$ cat src/hw/pcinmi_pkg.sv
// package: constants and types for the system-error nmi block
package pcinmi_pkg;
	localparam logic [15:0] PORT_STATUS_CONTROL = 16'h0061;
	localparam logic [15:0] PORT_MASK_CLOCK_IDX = 16'h0070;
	localparam int          SOURCE_FLAG_BIT     = 7;
	localparam int          CLEAR_DISABLE_BIT   = 2;
	localparam int          GLOBAL_MASK_BIT     = 7;
	localparam logic        CLEAR_DISABLE_RST   = 1'b1;
	localparam logic        GLOBAL_MASK_RST     = 1'b1;
	localparam logic [6:0]  CLOCK_INDEX_RST     = 7'h00;
	localparam logic [3:0]  IRQ_LINES_RST       = 4'hF;
	localparam logic [3:0]  SLOT_PIN_BRIDGE     = 4'h1;
	localparam logic [3:0]  SLOT_PIN_NETWORK    = 4'h2;
	localparam logic [3:0]  SLOT_PIN_EXPANSION  = 4'h4;

	typedef struct packed {
		logic        rd;
		logic        wr;
		logic [15:0] addr;
		logic [7:0]  wdata;
	} pcinmi_io_req_type;

	typedef struct packed {
		logic [3:0] bridge;
		logic [3:0] network;
		logic [3:0] expansion;
	} pcinmi_int_pins_type;
endpackage

$ cat src/hw/pcinmi_sync.sv
// two-stage synchroniser for one level
`timescale 1ns/1ps
module pcinmi_sync
	import pcinmi_pkg::*;
(
	input  wire logic clock,   // system clock
	input  wire logic rst_n,   // async reset, active low
	input  wire logic din,     // asynchronous level
	input  wire logic rst_val, // value held while in reset (constant)
	output logic      dout     // synchronised level
);
	logic meta_ff;
	logic sync_ff;

	always_ff @(posedge clock or negedge rst_n) begin
		if (!rst_n) begin
			meta_ff <= 1'b0;
			sync_ff <= 1'b0;
		end else begin
			meta_ff <= din ^ rst_val;
			sync_ff <= meta_ff;
		end
	end

	assign dout = sync_ff ^ rst_val;
endmodule // pcinmi_sync

$ cat src/hw/pcinmi_logic.sv
// system-error nmi path with status and mask ports
`timescale 1ns/1ps
module pcinmi_logic
	import pcinmi_pkg::*;
(
	input  wire logic                clock,        // system clock 20 MHz
	input  wire logic                rst_n,        // async reset, active low
	input  wire pcinmi_io_req_type   io_req,       // i/o read/write strobe
	output logic [7:0]               io_rdata,     // read data, registered
	output logic                     io_rvalid,    // read data valid pulse
	input  wire logic                syserr_n,     // pci system error, low
	input  wire pcinmi_int_pins_type dev_int_n,    // device int lines, low
	output logic [3:0]               chipset_irq_request_lines, // low
	output logic [6:0]               clock_index,  // clock index field
	output logic                     nmi_out       // processor nmi, high
);
	localparam int DEV_LINES = $bits(pcinmi_int_pins_type);

	// decoded accesses
	logic                 sel_status;
	logic                 sel_mask;
	logic                 wr_status;
	logic                 wr_mask;
	logic                 rd_status;

	// pin levels, raw and synchronised
	logic                 syserr_lvl_n;
	logic [DEV_LINES-1:0] dev_int_raw_n;
	logic [DEV_LINES-1:0] dev_int_sync_n;
	pcinmi_int_pins_type  dev_int_lvl_n;

	// register state
	logic                 syserr_source_flag_ff;
	logic                 nxt_flag;
	logic                 syserr_clear_disable_ff;
	logic                 nxt_clear_disable;
	logic                 global_mask_ff;
	logic                 nxt_global_mask;
	logic [6:0]           clock_index_ff;
	logic [6:0]           nxt_clock_index;

	// read path and outputs
	logic [7:0]           status_byte;
	logic [7:0]           io_rdata_ff;
	logic [7:0]           nxt_rdata;
	logic                 io_rvalid_ff;
	logic                 nmi_gate;
	logic                 nmi_out_ff;
	logic [3:0]           irq_lines;
	logic [3:0]           irq_lines_ff;

	pcinmi_sync u_syserr_sync (
		.clock   (clock),
		.rst_n   (rst_n),
		.din     (syserr_n),
		.rst_val (1'b1),
		.dout    (syserr_lvl_n)
	);

	assign dev_int_raw_n = dev_int_n;

	for (genvar i = 0; i < DEV_LINES; i++) begin : g_dev_sync
		pcinmi_sync u_dev_sync (
			.clock   (clock),
			.rst_n   (rst_n),
			.din     (dev_int_raw_n[i]),
			.rst_val (1'b1),
			.dout    (dev_int_sync_n[i])
		);
	end

	assign dev_int_lvl_n = dev_int_sync_n;

	// port address decode
	assign sel_status = (io_req.addr == PORT_STATUS_CONTROL);
	assign sel_mask   = (io_req.addr == PORT_MASK_CLOCK_IDX);
	assign wr_status  = io_req.wr && sel_status;
	assign wr_mask    = io_req.wr && sel_mask;
	assign rd_status  = io_req.rd && sel_status;

	always_comb begin
		nxt_clear_disable = syserr_clear_disable_ff;
		if (wr_status) begin
			nxt_clear_disable = io_req.wdata[CLEAR_DISABLE_BIT];
		end
	end

	always_ff @(posedge clock or negedge rst_n) begin
		if (!rst_n) begin
			syserr_clear_disable_ff <= CLEAR_DISABLE_RST;
		end else begin
			syserr_clear_disable_ff <= nxt_clear_disable;
		end
	end

	// errors seen while disabled are dropped, so clear wins
	always_comb begin
		nxt_flag = syserr_source_flag_ff;
		if (syserr_clear_disable_ff) begin
			nxt_flag = 1'b0;
		end
		if (!syserr_lvl_n && !syserr_clear_disable_ff) begin
			nxt_flag = 1'b1;
		end
	end

	always_ff @(posedge clock or negedge rst_n) begin
		if (!rst_n) begin
			syserr_source_flag_ff <= 1'b0;
		end else begin
			syserr_source_flag_ff <= nxt_flag;
		end
	end

	always_comb begin
		nxt_global_mask = global_mask_ff;
		nxt_clock_index = clock_index_ff;
		if (wr_mask) begin
			nxt_global_mask = io_req.wdata[GLOBAL_MASK_BIT];
			nxt_clock_index = io_req.wdata[6:0];
		end
	end

	always_ff @(posedge clock or negedge rst_n) begin
		if (!rst_n) begin
			global_mask_ff <= GLOBAL_MASK_RST;
		end else begin
			global_mask_ff <= nxt_global_mask;
		end
	end

	always_ff @(posedge clock or negedge rst_n) begin
		if (!rst_n) begin
			clock_index_ff <= CLOCK_INDEX_RST;
		end else begin
			clock_index_ff <= nxt_clock_index;
		end
	end

	always_comb begin
		status_byte                    = 8'h00;
		status_byte[SOURCE_FLAG_BIT]   = syserr_source_flag_ff;
		status_byte[CLEAR_DISABLE_BIT] = syserr_clear_disable_ff;
	end

	// write-only port reads zero
	always_comb begin
		nxt_rdata = 8'h00;
		if (rd_status) begin
			nxt_rdata = status_byte;
		end
	end

	always_ff @(posedge clock or negedge rst_n) begin
		if (!rst_n) begin
			io_rdata_ff <= 8'h00;
		end else begin
			io_rdata_ff <= nxt_rdata;
		end
	end

	always_ff @(posedge clock or negedge rst_n) begin
		if (!rst_n) begin
			io_rvalid_ff <= 1'b0;
		end else begin
			io_rvalid_ff <= io_req.rd;
		end
	end

	assign nmi_gate = syserr_source_flag_ff && !global_mask_ff;

	always_ff @(posedge clock or negedge rst_n) begin
		if (!rst_n) begin
			nmi_out_ff <= 1'b0;
		end else begin
			nmi_out_ff <= nmi_gate;
		end
	end

	assign irq_lines =
		(dev_int_lvl_n.bridge    | ~SLOT_PIN_BRIDGE) &
		(dev_int_lvl_n.network   | ~SLOT_PIN_NETWORK) &
		(dev_int_lvl_n.expansion | ~SLOT_PIN_EXPANSION);

	// registered so the request lines never glitch
	always_ff @(posedge clock or negedge rst_n) begin
		if (!rst_n) begin
			irq_lines_ff <= IRQ_LINES_RST;
		end else begin
			irq_lines_ff <= irq_lines;
		end
	end

	assign io_rdata                  = io_rdata_ff;
	assign io_rvalid                 = io_rvalid_ff;
	assign clock_index               = clock_index_ff;
	assign nmi_out                   = nmi_out_ff;
	assign chipset_irq_request_lines = irq_lines_ff;
endmodule // pcinmi_logic

$ cat config.mk
export PLATFORM = sky130hd
export DESIGN_NAME = pcinmi_logic
export DESIGN_NICKNAME = d
export VERILOG_FILES = /design/src/hw/pcinmi_pkg.sv /design/src/hw/pcinmi_sync.sv /design/src/hw/pcinmi_logic.sv
export SDC_FILE = /design/constraint.sdc
export NUM_CORES = 1
export LEC_CHECK = 0
export BUFFER_PORTS_ARGS = -buffer_cell sky130_fd_sc_hd__buf_4
export CORE_MARGIN = 3
export CORE_UTILIZATION = 40
export DETAILED_ROUTE_END_ITERATION = 16
export PLACE_DENSITY_LB_ADDON = 0.12
export SLEW_MARGIN = 20
export SYNTH_ARGS = -nofsm -noshare
export SYNTH_HDL_FRONTEND = slang
export SYNTH_HIERARCHICAL = 1
export SYNTH_SLANG_ARGS = --single-unit
$ cat constraint.sdc
create_clock -name clock -period 1.1 [get_ports clock]
set_input_delay 0.22 -clock clock [delete_from_list [all_inputs] [get_ports clock]]
set_output_delay 0.22 -clock clock [all_outputs]
set_load 0.01 [all_outputs]
Word level (Yosys, flattened, before mapping)
Cells that the tools add are included.
W data, S select, Z words.
- bits of input ports: 41
- flip-flop bits (word level): 32
- output and inout bits: 21
- word-level logic and storage cells: 38
- multiplexer cells: 3
- equality and inequality tests: 2
- bitwise gates (word level): 9
- reduce and logical (&&, ||, !) cells: 8
- operators by type and width (operator ; count):
    $eq A16 B7 Y1 const B ; 2
    $and A4 B4 Y4 ; 2
    $mux W8 ; 1
    $not A1 Y1 ; 7
    $logic_and A1 B1 Y1 ; 5
    $logic_not A1 Y1 ; 2
    $mux W1 ; 2
    $reduce_bool A2 Y1 ; 1

Longest topological paths before layout
Gate-level depths: netlist (run 1).
- depth after elaboration: 3
- depth in mapped cells: 4
- gate-level depth less buffers: 4

By module
Netlist (run 1), hierarchy kept.
- by module, submodules not included (module ; area each (sq um) ; instances ; seq. area each (sq um) ; cells each):
    pcinmi_logic ; 700.7 ; 1 ; 431.7 ; 52
    pcinmi_sync ; 67.6 ; 4 ; 50.0 ; 4

Worst setup path before layout (run 1)
No wires, ideal clock.
- path kind: input-to-reg
- start point: in io_req[17] (netlist name)
- end point: reg clock_index_ff[0] (netlist: clock_index[0])
- arrival: 1.466 ns
- path slack: -0.490 ns
- library setup time: 0.125 ns
- buffers on the path: 0
- cell stages on the path: 4
- path through: nor4_1 > nand4_1 > nor3b_4 > mux2_2
- word-level cells in the longest chain between the ends: 2
- RTL lines (what ; RTL line ; text):
    start, declared ; pcinmi_logic.sv:8 ; input wire pcinmi_io_req_type io_req,
    $eq A16 B7 Y1 ; pcinmi_logic.sv:76 ; assign sel_mask = (io_req.addr == PORT_MASK_CLOCK_IDX);
    $logic_and A1 B1 Y1 ; pcinmi_logic.sv:78 ; assign wr_mask = io_req.wr && sel_mask;
    end signal, assigned ; pcinmi_logic.sv:136 ; clock_index_ff <= nxt_clock_index;
    end, declared ; pcinmi_logic.sv:39 ; logic [6:0] clock_index_ff;
Every way passes these cells.
A chain may end at the register's enable or synchronous reset.

Worst setup path in the final report (run 1)
- start point: in io_req[9] (netlist name)
- end point: reg clock_index_ff[2] (netlist: clock_index[2])
Same word-level chain as after synthesis.

==> impl_summary.txt, run 1 <==
----------------------------------------------------
[Floorplanning]
  Horizontal die dimension ... about 55 µm
  Site row count ... 17
  Die area ... about 3100 µm²
  Std-Cell Core Area ... ~2300 µm²
  Height of the die ... 55.3 µm
  Number of I/O pins ... between 60 and 70
  Starting density of the core ... 0.431

[Final layout]
  Commonest non-fill, non-tap cell in the layout ... sky130_fd_sc_hd__buf_4
  Number of nets in the final layout ... 178
  Number of fillers in the final layout ... approximately 170
  Post-layout util ... 0.726
  Area Growth Syn to Fin ... 68.7%
  Most frequent cells in the layout ... 38 x sky130_fd_sc_hd__buf_4, 20 x sky130_fd_sc_hd__dfrtp_1, 18 x sky130_fd_sc_hd__buf_6, 15 x sky130_fd_sc_hd__conb_1
  Share of cells above drive strength 1 ... 0.603
  Count of inserted antenna diode cells ... 0

[CTS]
  Worst-Skew Late Latency ... between 300 and 400 ps
  Bufs on Longest Clock Path ... 2
  Depth of the CTS H-tree ... 1
  CTS clock-pin slew for the worst setup and hold paths ... between 100 and 150 ps
  TritonCTS Sinks ... 25
  Number of buffers inserted during clock tree synthesis ... 3
  Clock tree from TritonCTS ... done
  Master cell of the clock root buffer ... sky130_fd_sc_hd__clkbuf_4

[GRT]
  Overall global routing resource usage ... 0.135
  Number of global-route vias before repair ... approximately 740
  Global-route wire length before repair ... 3240 µm
  Leftover overflow at the end of global routing ... 0
  Largest net degree at the start of global routing ... 26
  Initial antenna violation count ... 0

[Place]
  Count of input and output buffers ... 45
  Post-DP HPWL ... approximately 1400 µm
  Final RePlAce weighted congestion ... just under 0.7

[Pwr]
  Peak supply drop ... 0.822 mV
  Cell Pwr Density ... around 1000 nW/µm²
  Part of the power in registers ... 0.607
  Total net switching power ... around 0.00038 W
  Clock power share ... 0.243
  Switching power share of the total ... 0.229
  Share of power burned in combinational logic ... 0.150
  Internal power ... roughly 0.0013 W
  Leakage component of the power ... around 0.82 nW

[Timing]
  Number of hold violations in the final report ... 0
  Worst Slack Setup Final ... -186 ps
  Max-slew violation total from the final report ... 0
  RSZ-0062 raised after global routing ... yes
  Period utilization ... 1.17
  Setup TNS after final layout ... -1700 ps
  Highest Clock Rate ... between 0.7 and 0.8 GHz
  Clk_skew ... between 4 and 5 ps
  Min Clock Period, post-route ... between 1000 and 1500 ps
  Final setup fails ... 12

[Setup path]
  Register-to-register setup slack ... 190 ps
  Required @ worst endpoint ... 1310 ps
  Cell family with the largest share of critical-path delay ... simple AND/OR/NAND/NOR gates
  Category of the worst setup path launch point ... primary input
  Critical path class ... in -> reg
  Cell Chain, Critical Path ... buf_6 -> nor4bb_4 -> nand4_1 -> nor3b_4 -> buf_12 -> mux2_4
  Buffers plus inverters on the worst setup path ... 2
  CP endpoint kind ... register
  Maximum cell stage delay along the critical path ... ~300 ps
  Endpoint arrival time on the critical path ... ~1500 ps
  Master of the slowest instance on the critical path ... sky130_fd_sc_hd__mux2_4
  Largest fanout on the critical path ... 8

[Synth]
  Main synth FF type ... sky130_fd_sc_hd__dfrtp_1
  Gate count after technology mapping ... 68
  Cell taking the most area after synthesis ... sky130_fd_sc_hd__dfrtp_1
  Number of register bits inferred by synthesis ... 25
  Share of synthesized area occupied by flip-flops and latches ... 0.651
  Number of warnings printed during yosys synthesis ... 6
  Yosys cell types ... 16
  Async set or reset register ratio after synthesis ... 1.00
  Average cell area after synthesis ... between 10 and 15 µm²
  EDFF count, synth ... 0
  Area fraction of the dominant cell type after synthesis ... 0.515
  Cells taking the most area after synthesis ... sky130_fd_sc_hd__dfrtp_1 52%, sky130_fd_sc_hd__dfstp_2 14%, sky130_fd_sc_hd__mux2_2 10%
  Summed instance area of the synthesized netlist ... approximately 970 µm²

[Routing]
  1st-pass router iterations ... 4
  Routed via count ... about 700
  Post-DRT Antenna Nets ... 0
  Routed wire per std cell ... between 10 and 15 µm
  Avg Vias per Cell ... 4.29
  Drt drc ... 0
  Starting DRC count in detailed routing ... 2
  Aggregate routed wire length ... slightly below 2000 µm

[Hold path]
  Worst min path class ... in -> reg

[Run]
  # Max-Cap Violations ... 0

[Outcome]
  Result of the run ... finished, violations left
  Failing checks ... setup timing

----------------------------------------------------
[power groups by stage]
stage               combinational, W  sequential, W  clock, W
CTS                         0.000243       0.000997  0.000424
floorplan                  0.0000715        0.00102         0
global placement            0.000214        0.00101         0
detailed placement          0.000220        0.00101         0
global route                0.000269        0.00100  0.000454
finish                      0.000246       0.000997  0.000399
[state kept, by name (all words and copies together), names as in the netlist]
register	count
u_syserr_sync/sync_ff	1
syserr_source_flag_ff	1
g_dev_sync.u_dev_sync/meta_ff	3
global_mask_ff	1
io_rvalid	1
syserr_clear_disable_ff	1
nmi_out	1
chipset_irq_request_lines	3
clock_index	7
u_syserr_sync/meta_ff	1
io_rdata	2
g_dev_sync.u_dev_sync/sync_ff	3
[Yosys cell counts, drive strengths merged (2+ instances only)]
library cell and number:
buf 7, conb 2, dfrtp 20, dfstp 5, inv 4, mux2 9
nand4 2, nor2 2, nor3 2, nor3b 2, nor4 2, xor2 8
[area by class of cell]
type / count / area [µm²] / share of cell area
sequential: 25 / 632 / 0.386
clock buffer: 3 / 22.5 / 0.0138
tap: 28 / 35.0 / 0.0214
multi-input combinational: 45 / 408 / 0.249
inverter: 4 / 15.0 / 0.00917
clock inverter: 1 / 7.51 / 0.00458
timing repair buffer: 58 / 518 / 0.316
[stage by stage]
stage	hold WS [ps]	instance area [µm²]	setup slack, ps	total power (W)	instances
floorplan	-75.6	1070	-415	0.00109	81
global placement	133	1430	-535	0.00122	151
detailed placement	135	1430	-575	0.00123	151
CTS	7.60	1550	-215	0.00166	159
global route	1.04	1640	-252	0.00173	164
finish	21.4	1640	-186	0.00164	164
[cells by family after synthesis]
family	count (synthesis)	synth area share
AO/OA/AOI/OAI	1	0.00515
other	2	0.00773
multiplexers	9	0.104
buffers and inverters	11	0.0696
flip-flops	25	0.651
AND/OR/NAND/NOR	12	0.0902
XOR/XNOR	8	0.0722
[routing by layer]
layer | global-route usage | wire (µm) | vias up
li1 | - | - | 338
met5 | 0 | 0 | -
met2 | 0.230 | 1060 | 30
met1 | 0.159 | 749 | 333
met3 | 0.0397 | 145 | 2
met4 | 0.0521 | 12 | 0
[final timing paths]
| kind | start | end | cells after the start |
|---|---|---|---|
| hold / removal | io_req[25] | io_rvalid | 1 |
| min in group asynchronous | rst_n | io_rdata[7] | 2 |
| hold reg to reg | g_dev_sync[2].u_dev_sync/meta_ff | g_dev_sync[2].u_dev_sync/sync_ff | 0 |
| max in group asynchronous | rst_n | syserr_clear_disable_ff | 2 |
| setup reg to reg | clock_index[2] | clock_index[2] | 2 |
| setup / recovery | io_req[9] | clock_index[2] | 6 |
[timing repair]
action | 4_1_cts | 5_1_grt
gates resized for setup | 14 | 14
setup endpoints to repair | 12 | 22
cloned | 0 | 0
buffers inserted | 3 | 6
hold buffers | 1 | 0
endpoints found under the hold margin | 20 | 0
pin swaps | 5 | 7
Power figures use the tool's default switching activity.
==> run 2, diff against run 1 <==
--- a/config.mk
+++ b/config.mk
@@ -10,6 +10,7 @@
 export CORE_UTILIZATION = 40
 export DETAILED_ROUTE_END_ITERATION = 16
 export PLACE_DENSITY_LB_ADDON = 0.12
+export REMOVE_ABC_BUFFERS = 1
 export SLEW_MARGIN = 20
 export SYNTH_ARGS = -nofsm -noshare
 export SYNTH_HDL_FRONTEND = slang
==> run 2 against run 1 <==
Against the previous run: global-route usage is 0.56 points lower; the flow still finishes with violations (setup timing); combinational power is 2% lower; routed wire length down 3.2%; clock skew fell by 2.2 ps; largest power group unchanged; register-to-register slack hardly changed; worst setup slack worse by 41 ps; critical endpoint is now clock_index[1]; sequential share of layout area increased by 1.7 points.
==> impl_summary.txt, run 2 (synthesis gave the netlist of run 1 again) <==
----------------------------------------------------
[Setup path]
  Required @ worst endpoint ... approximately 1300 ps
  Endpoint arrival time on the critical path ... 1530 ps
  Category of the worst setup path launch point ... primary input
  Buffers plus inverters on the worst setup path ... 2
  Register-to-register setup slack ... around 200 ps
  Maximum cell stage delay along the critical path ... just over 300 ps
  Critical path class ... in -> reg
  Largest fanout on the critical path ... 8
  CP endpoint kind ... register
  Cell family with the largest share of critical-path delay ... simple AND/OR/NAND/NOR gates
  Master of the slowest instance on the critical path ... sky130_fd_sc_hd__nor4_4
  Cell Chain, Critical Path ... buf_6 -> nor4_4 -> nand4_1 -> nor3b_4 -> buf_12 -> mux2_4

[GRT]
  Number of global-route vias before repair ... about 700
  Global-route wire length before repair ... a little over 3000 µm
  Leftover overflow at the end of global routing ... 0
  Met3 layer usage reported by global route ... 0.0561
  Met1 capacity usage during global routing ... 0.166
  Overall global routing resource usage ... 0.129
  Largest net degree at the start of global routing ... 26
  Initial antenna violation count ... 0
  Met2 routing resource usage after global routing ... 0.201
  GR peak layer ... met2

[Timing]
  Worst Slack Setup Final ... -227 ps
  Highest Clock Rate ... 0.753 GHz
  Period utilization ... 1.21
  Min Clock Period, post-route ... roughly 1300 ps
  Final setup fails ... 12
  Clk_skew ... roughly 2.4 ps
  Number of hold violations in the final report ... 0
  RSZ-0062 raised after global routing ... yes
  Worst hold-check slack ... roughly 26 ps
  Max-slew violation total from the final report ... 0

[Pwr]
  Clock power share ... 0.235
  Total chip power ... roughly 0.0016 W
  Internal power ... 0.00126 W
  Part of the power in registers ... 0.616
  Peak supply drop ... approximately 0.70 mV
  Switching power share of the total ... 0.218
  Cell Pwr Density ... approximately 1000 nW/µm²
  Total net switching power ... 0.000353 W
  Share of power burned in combinational logic ... 0.149
  Leakage component of the power ... a little under 0.8 nW

[Routing]
  Post-DRT Antenna Nets ... 0
  1st-pass router iterations ... 4
  Routed via count ... roughly 680
  Aggregate routed wire length ... 1910 µm
  Starting DRC count in detailed routing ... 8
  Avg Vias per Cell ... 4.25
  Routed wire per std cell ... between 10 and 15 µm
  Drt drc ... 0

[Place]
  Post-DP HPWL ... 1310 µm
  Cell count after placement ... 151
  Final RePlAce weighted congestion ... 0.725
  Count of input and output buffers ... between 40 and 50
  DP Worst Slack ... -678 ps

[Outcome]
  Result of the run ... finished, violations left
  Failing checks ... setup timing

[Floorplanning]
  Height of the die ... roughly 55 µm
  Site row count ... 17
  Number of I/O pins ... slightly above 60
  Die area ... a little over 3000 µm²
  Starting density of the core ... 0.431
  Horizontal die dimension ... about 55 µm
  Std-Cell Core Area ... about 2300 µm²

[Final layout]
  Count of inserted antenna diode cells ... 0
  Area Growth Syn to Fin ... 61.6%
  Final instance count without filler cells ... around 160
  Most frequent cells in the layout ... 36 x sky130_fd_sc_hd__buf_4, 20 x sky130_fd_sc_hd__dfrtp_1, 15 x sky130_fd_sc_hd__conb_1, 15 x sky130_fd_sc_hd__buf_6, 8 x sky130_fd_sc_hd__xor2_1
  Number of nets in the final layout ... roughly 170
  Post-layout util ... 0.696
  Number of fillers in the final layout ... approximately 160
  Share of cells above drive strength 1 ... 0.557
  Number of flip-flops in the largest register ... 7
  Commonest non-fill, non-tap cell in the layout ... sky130_fd_sc_hd__buf_4

[CTS]
  Depth of the CTS H-tree ... 1
  Bufs on Longest Clock Path ... 2
  TritonCTS Sinks ... 25
  CTS clock-pin slew for the worst setup and hold paths ... 120 ps
  Master cell of the clock root buffer ... sky130_fd_sc_hd__clkbuf_4
  Clock tree from TritonCTS ... done
  Number of buffers inserted during clock tree synthesis ... 3
  Worst-Skew Late Latency ... 300 ps

[Run]
  # Max-Cap Violations ... 0

[Hold path]
  Worst min path class ... in -> reg

----------------------------------------------------
run 2: power groups by stage:
stage | Sequential, W | Combinational, W | Clock [W]
after floorplan | 0.00102 | 0.0000467 | 0
after global placement | 0.00101 | 0.000197 | 0
after detailed placement | 0.00101 | 0.000201 | 0
after CTS | 0.000997 | 0.000239 | 0.000408
after global routing | 0.00100 | 0.000261 | 0.000452
final | 0.000996 | 0.000240 | 0.000381
run 2: metal layers:
metal | share of wire | vias to the layer above
met3 | 0.088 | 2
met5 | 0 | -
met1 | 0.39 | 312
met2 | 0.51 | 32
li1 | - | 330
met4 | 0.0063 | 0
run 2: worst register-to-register path, cell delays in order, from the launching register on:
cell and delay [ps]:
sky130_fd_sc_hd__dfrtp_1 410, sky130_fd_sc_hd__buf_4 130, sky130_fd_sc_hd__mux2_4 260
run 2: timing repair:
item | CTS | global route
resized for setup | 21 | 7
endpoints found under the setup margin | 12 | 18
hold buffers | 1 | 0
hold endpoints to repair | 20 | 0
pin swaps | 5 | 0
setup buffers | 0 | 3
run 2: metrics by stage:
stage               area, µm²  setup TNS [ps]
finish                   1570           -1950
global route             1570           -2330
CTS                      1520           -1620
detailed placement       1380           -5990
global placement         1380           -6020
floorplan                 967           -4020
run 2: area by class of cell:
type	count	area (µm²)	share of cell area
Inverter	4	15.0	0.00957
Multi-Input combinational cell	45	392	0.250
Sequential cell	25	632	0.403
Tap cell	28	35.0	0.0223
Clock buffer	4	26.3	0.0167
Timing Repair Buffer	53	469	0.299
run 2: final timing paths:
check                                                 start                                to  depth (start not counted)
max in group asynchronous                             rst_n                    global_mask_ff                          2
min reg2reg                g_dev_sync[8].u_dev_sync/meta_ff  g_dev_sync[8].u_dev_sync/sync_ff                          0
min                                              io_req[25]                         io_rvalid                          1
max                                              io_req[22]                    clock_index[1]                          6
min in group asynchronous                             rst_n  g_dev_sync[8].u_dev_sync/meta_ff                          2
max reg2reg                                  clock_index[4]                    clock_index[4]                          2
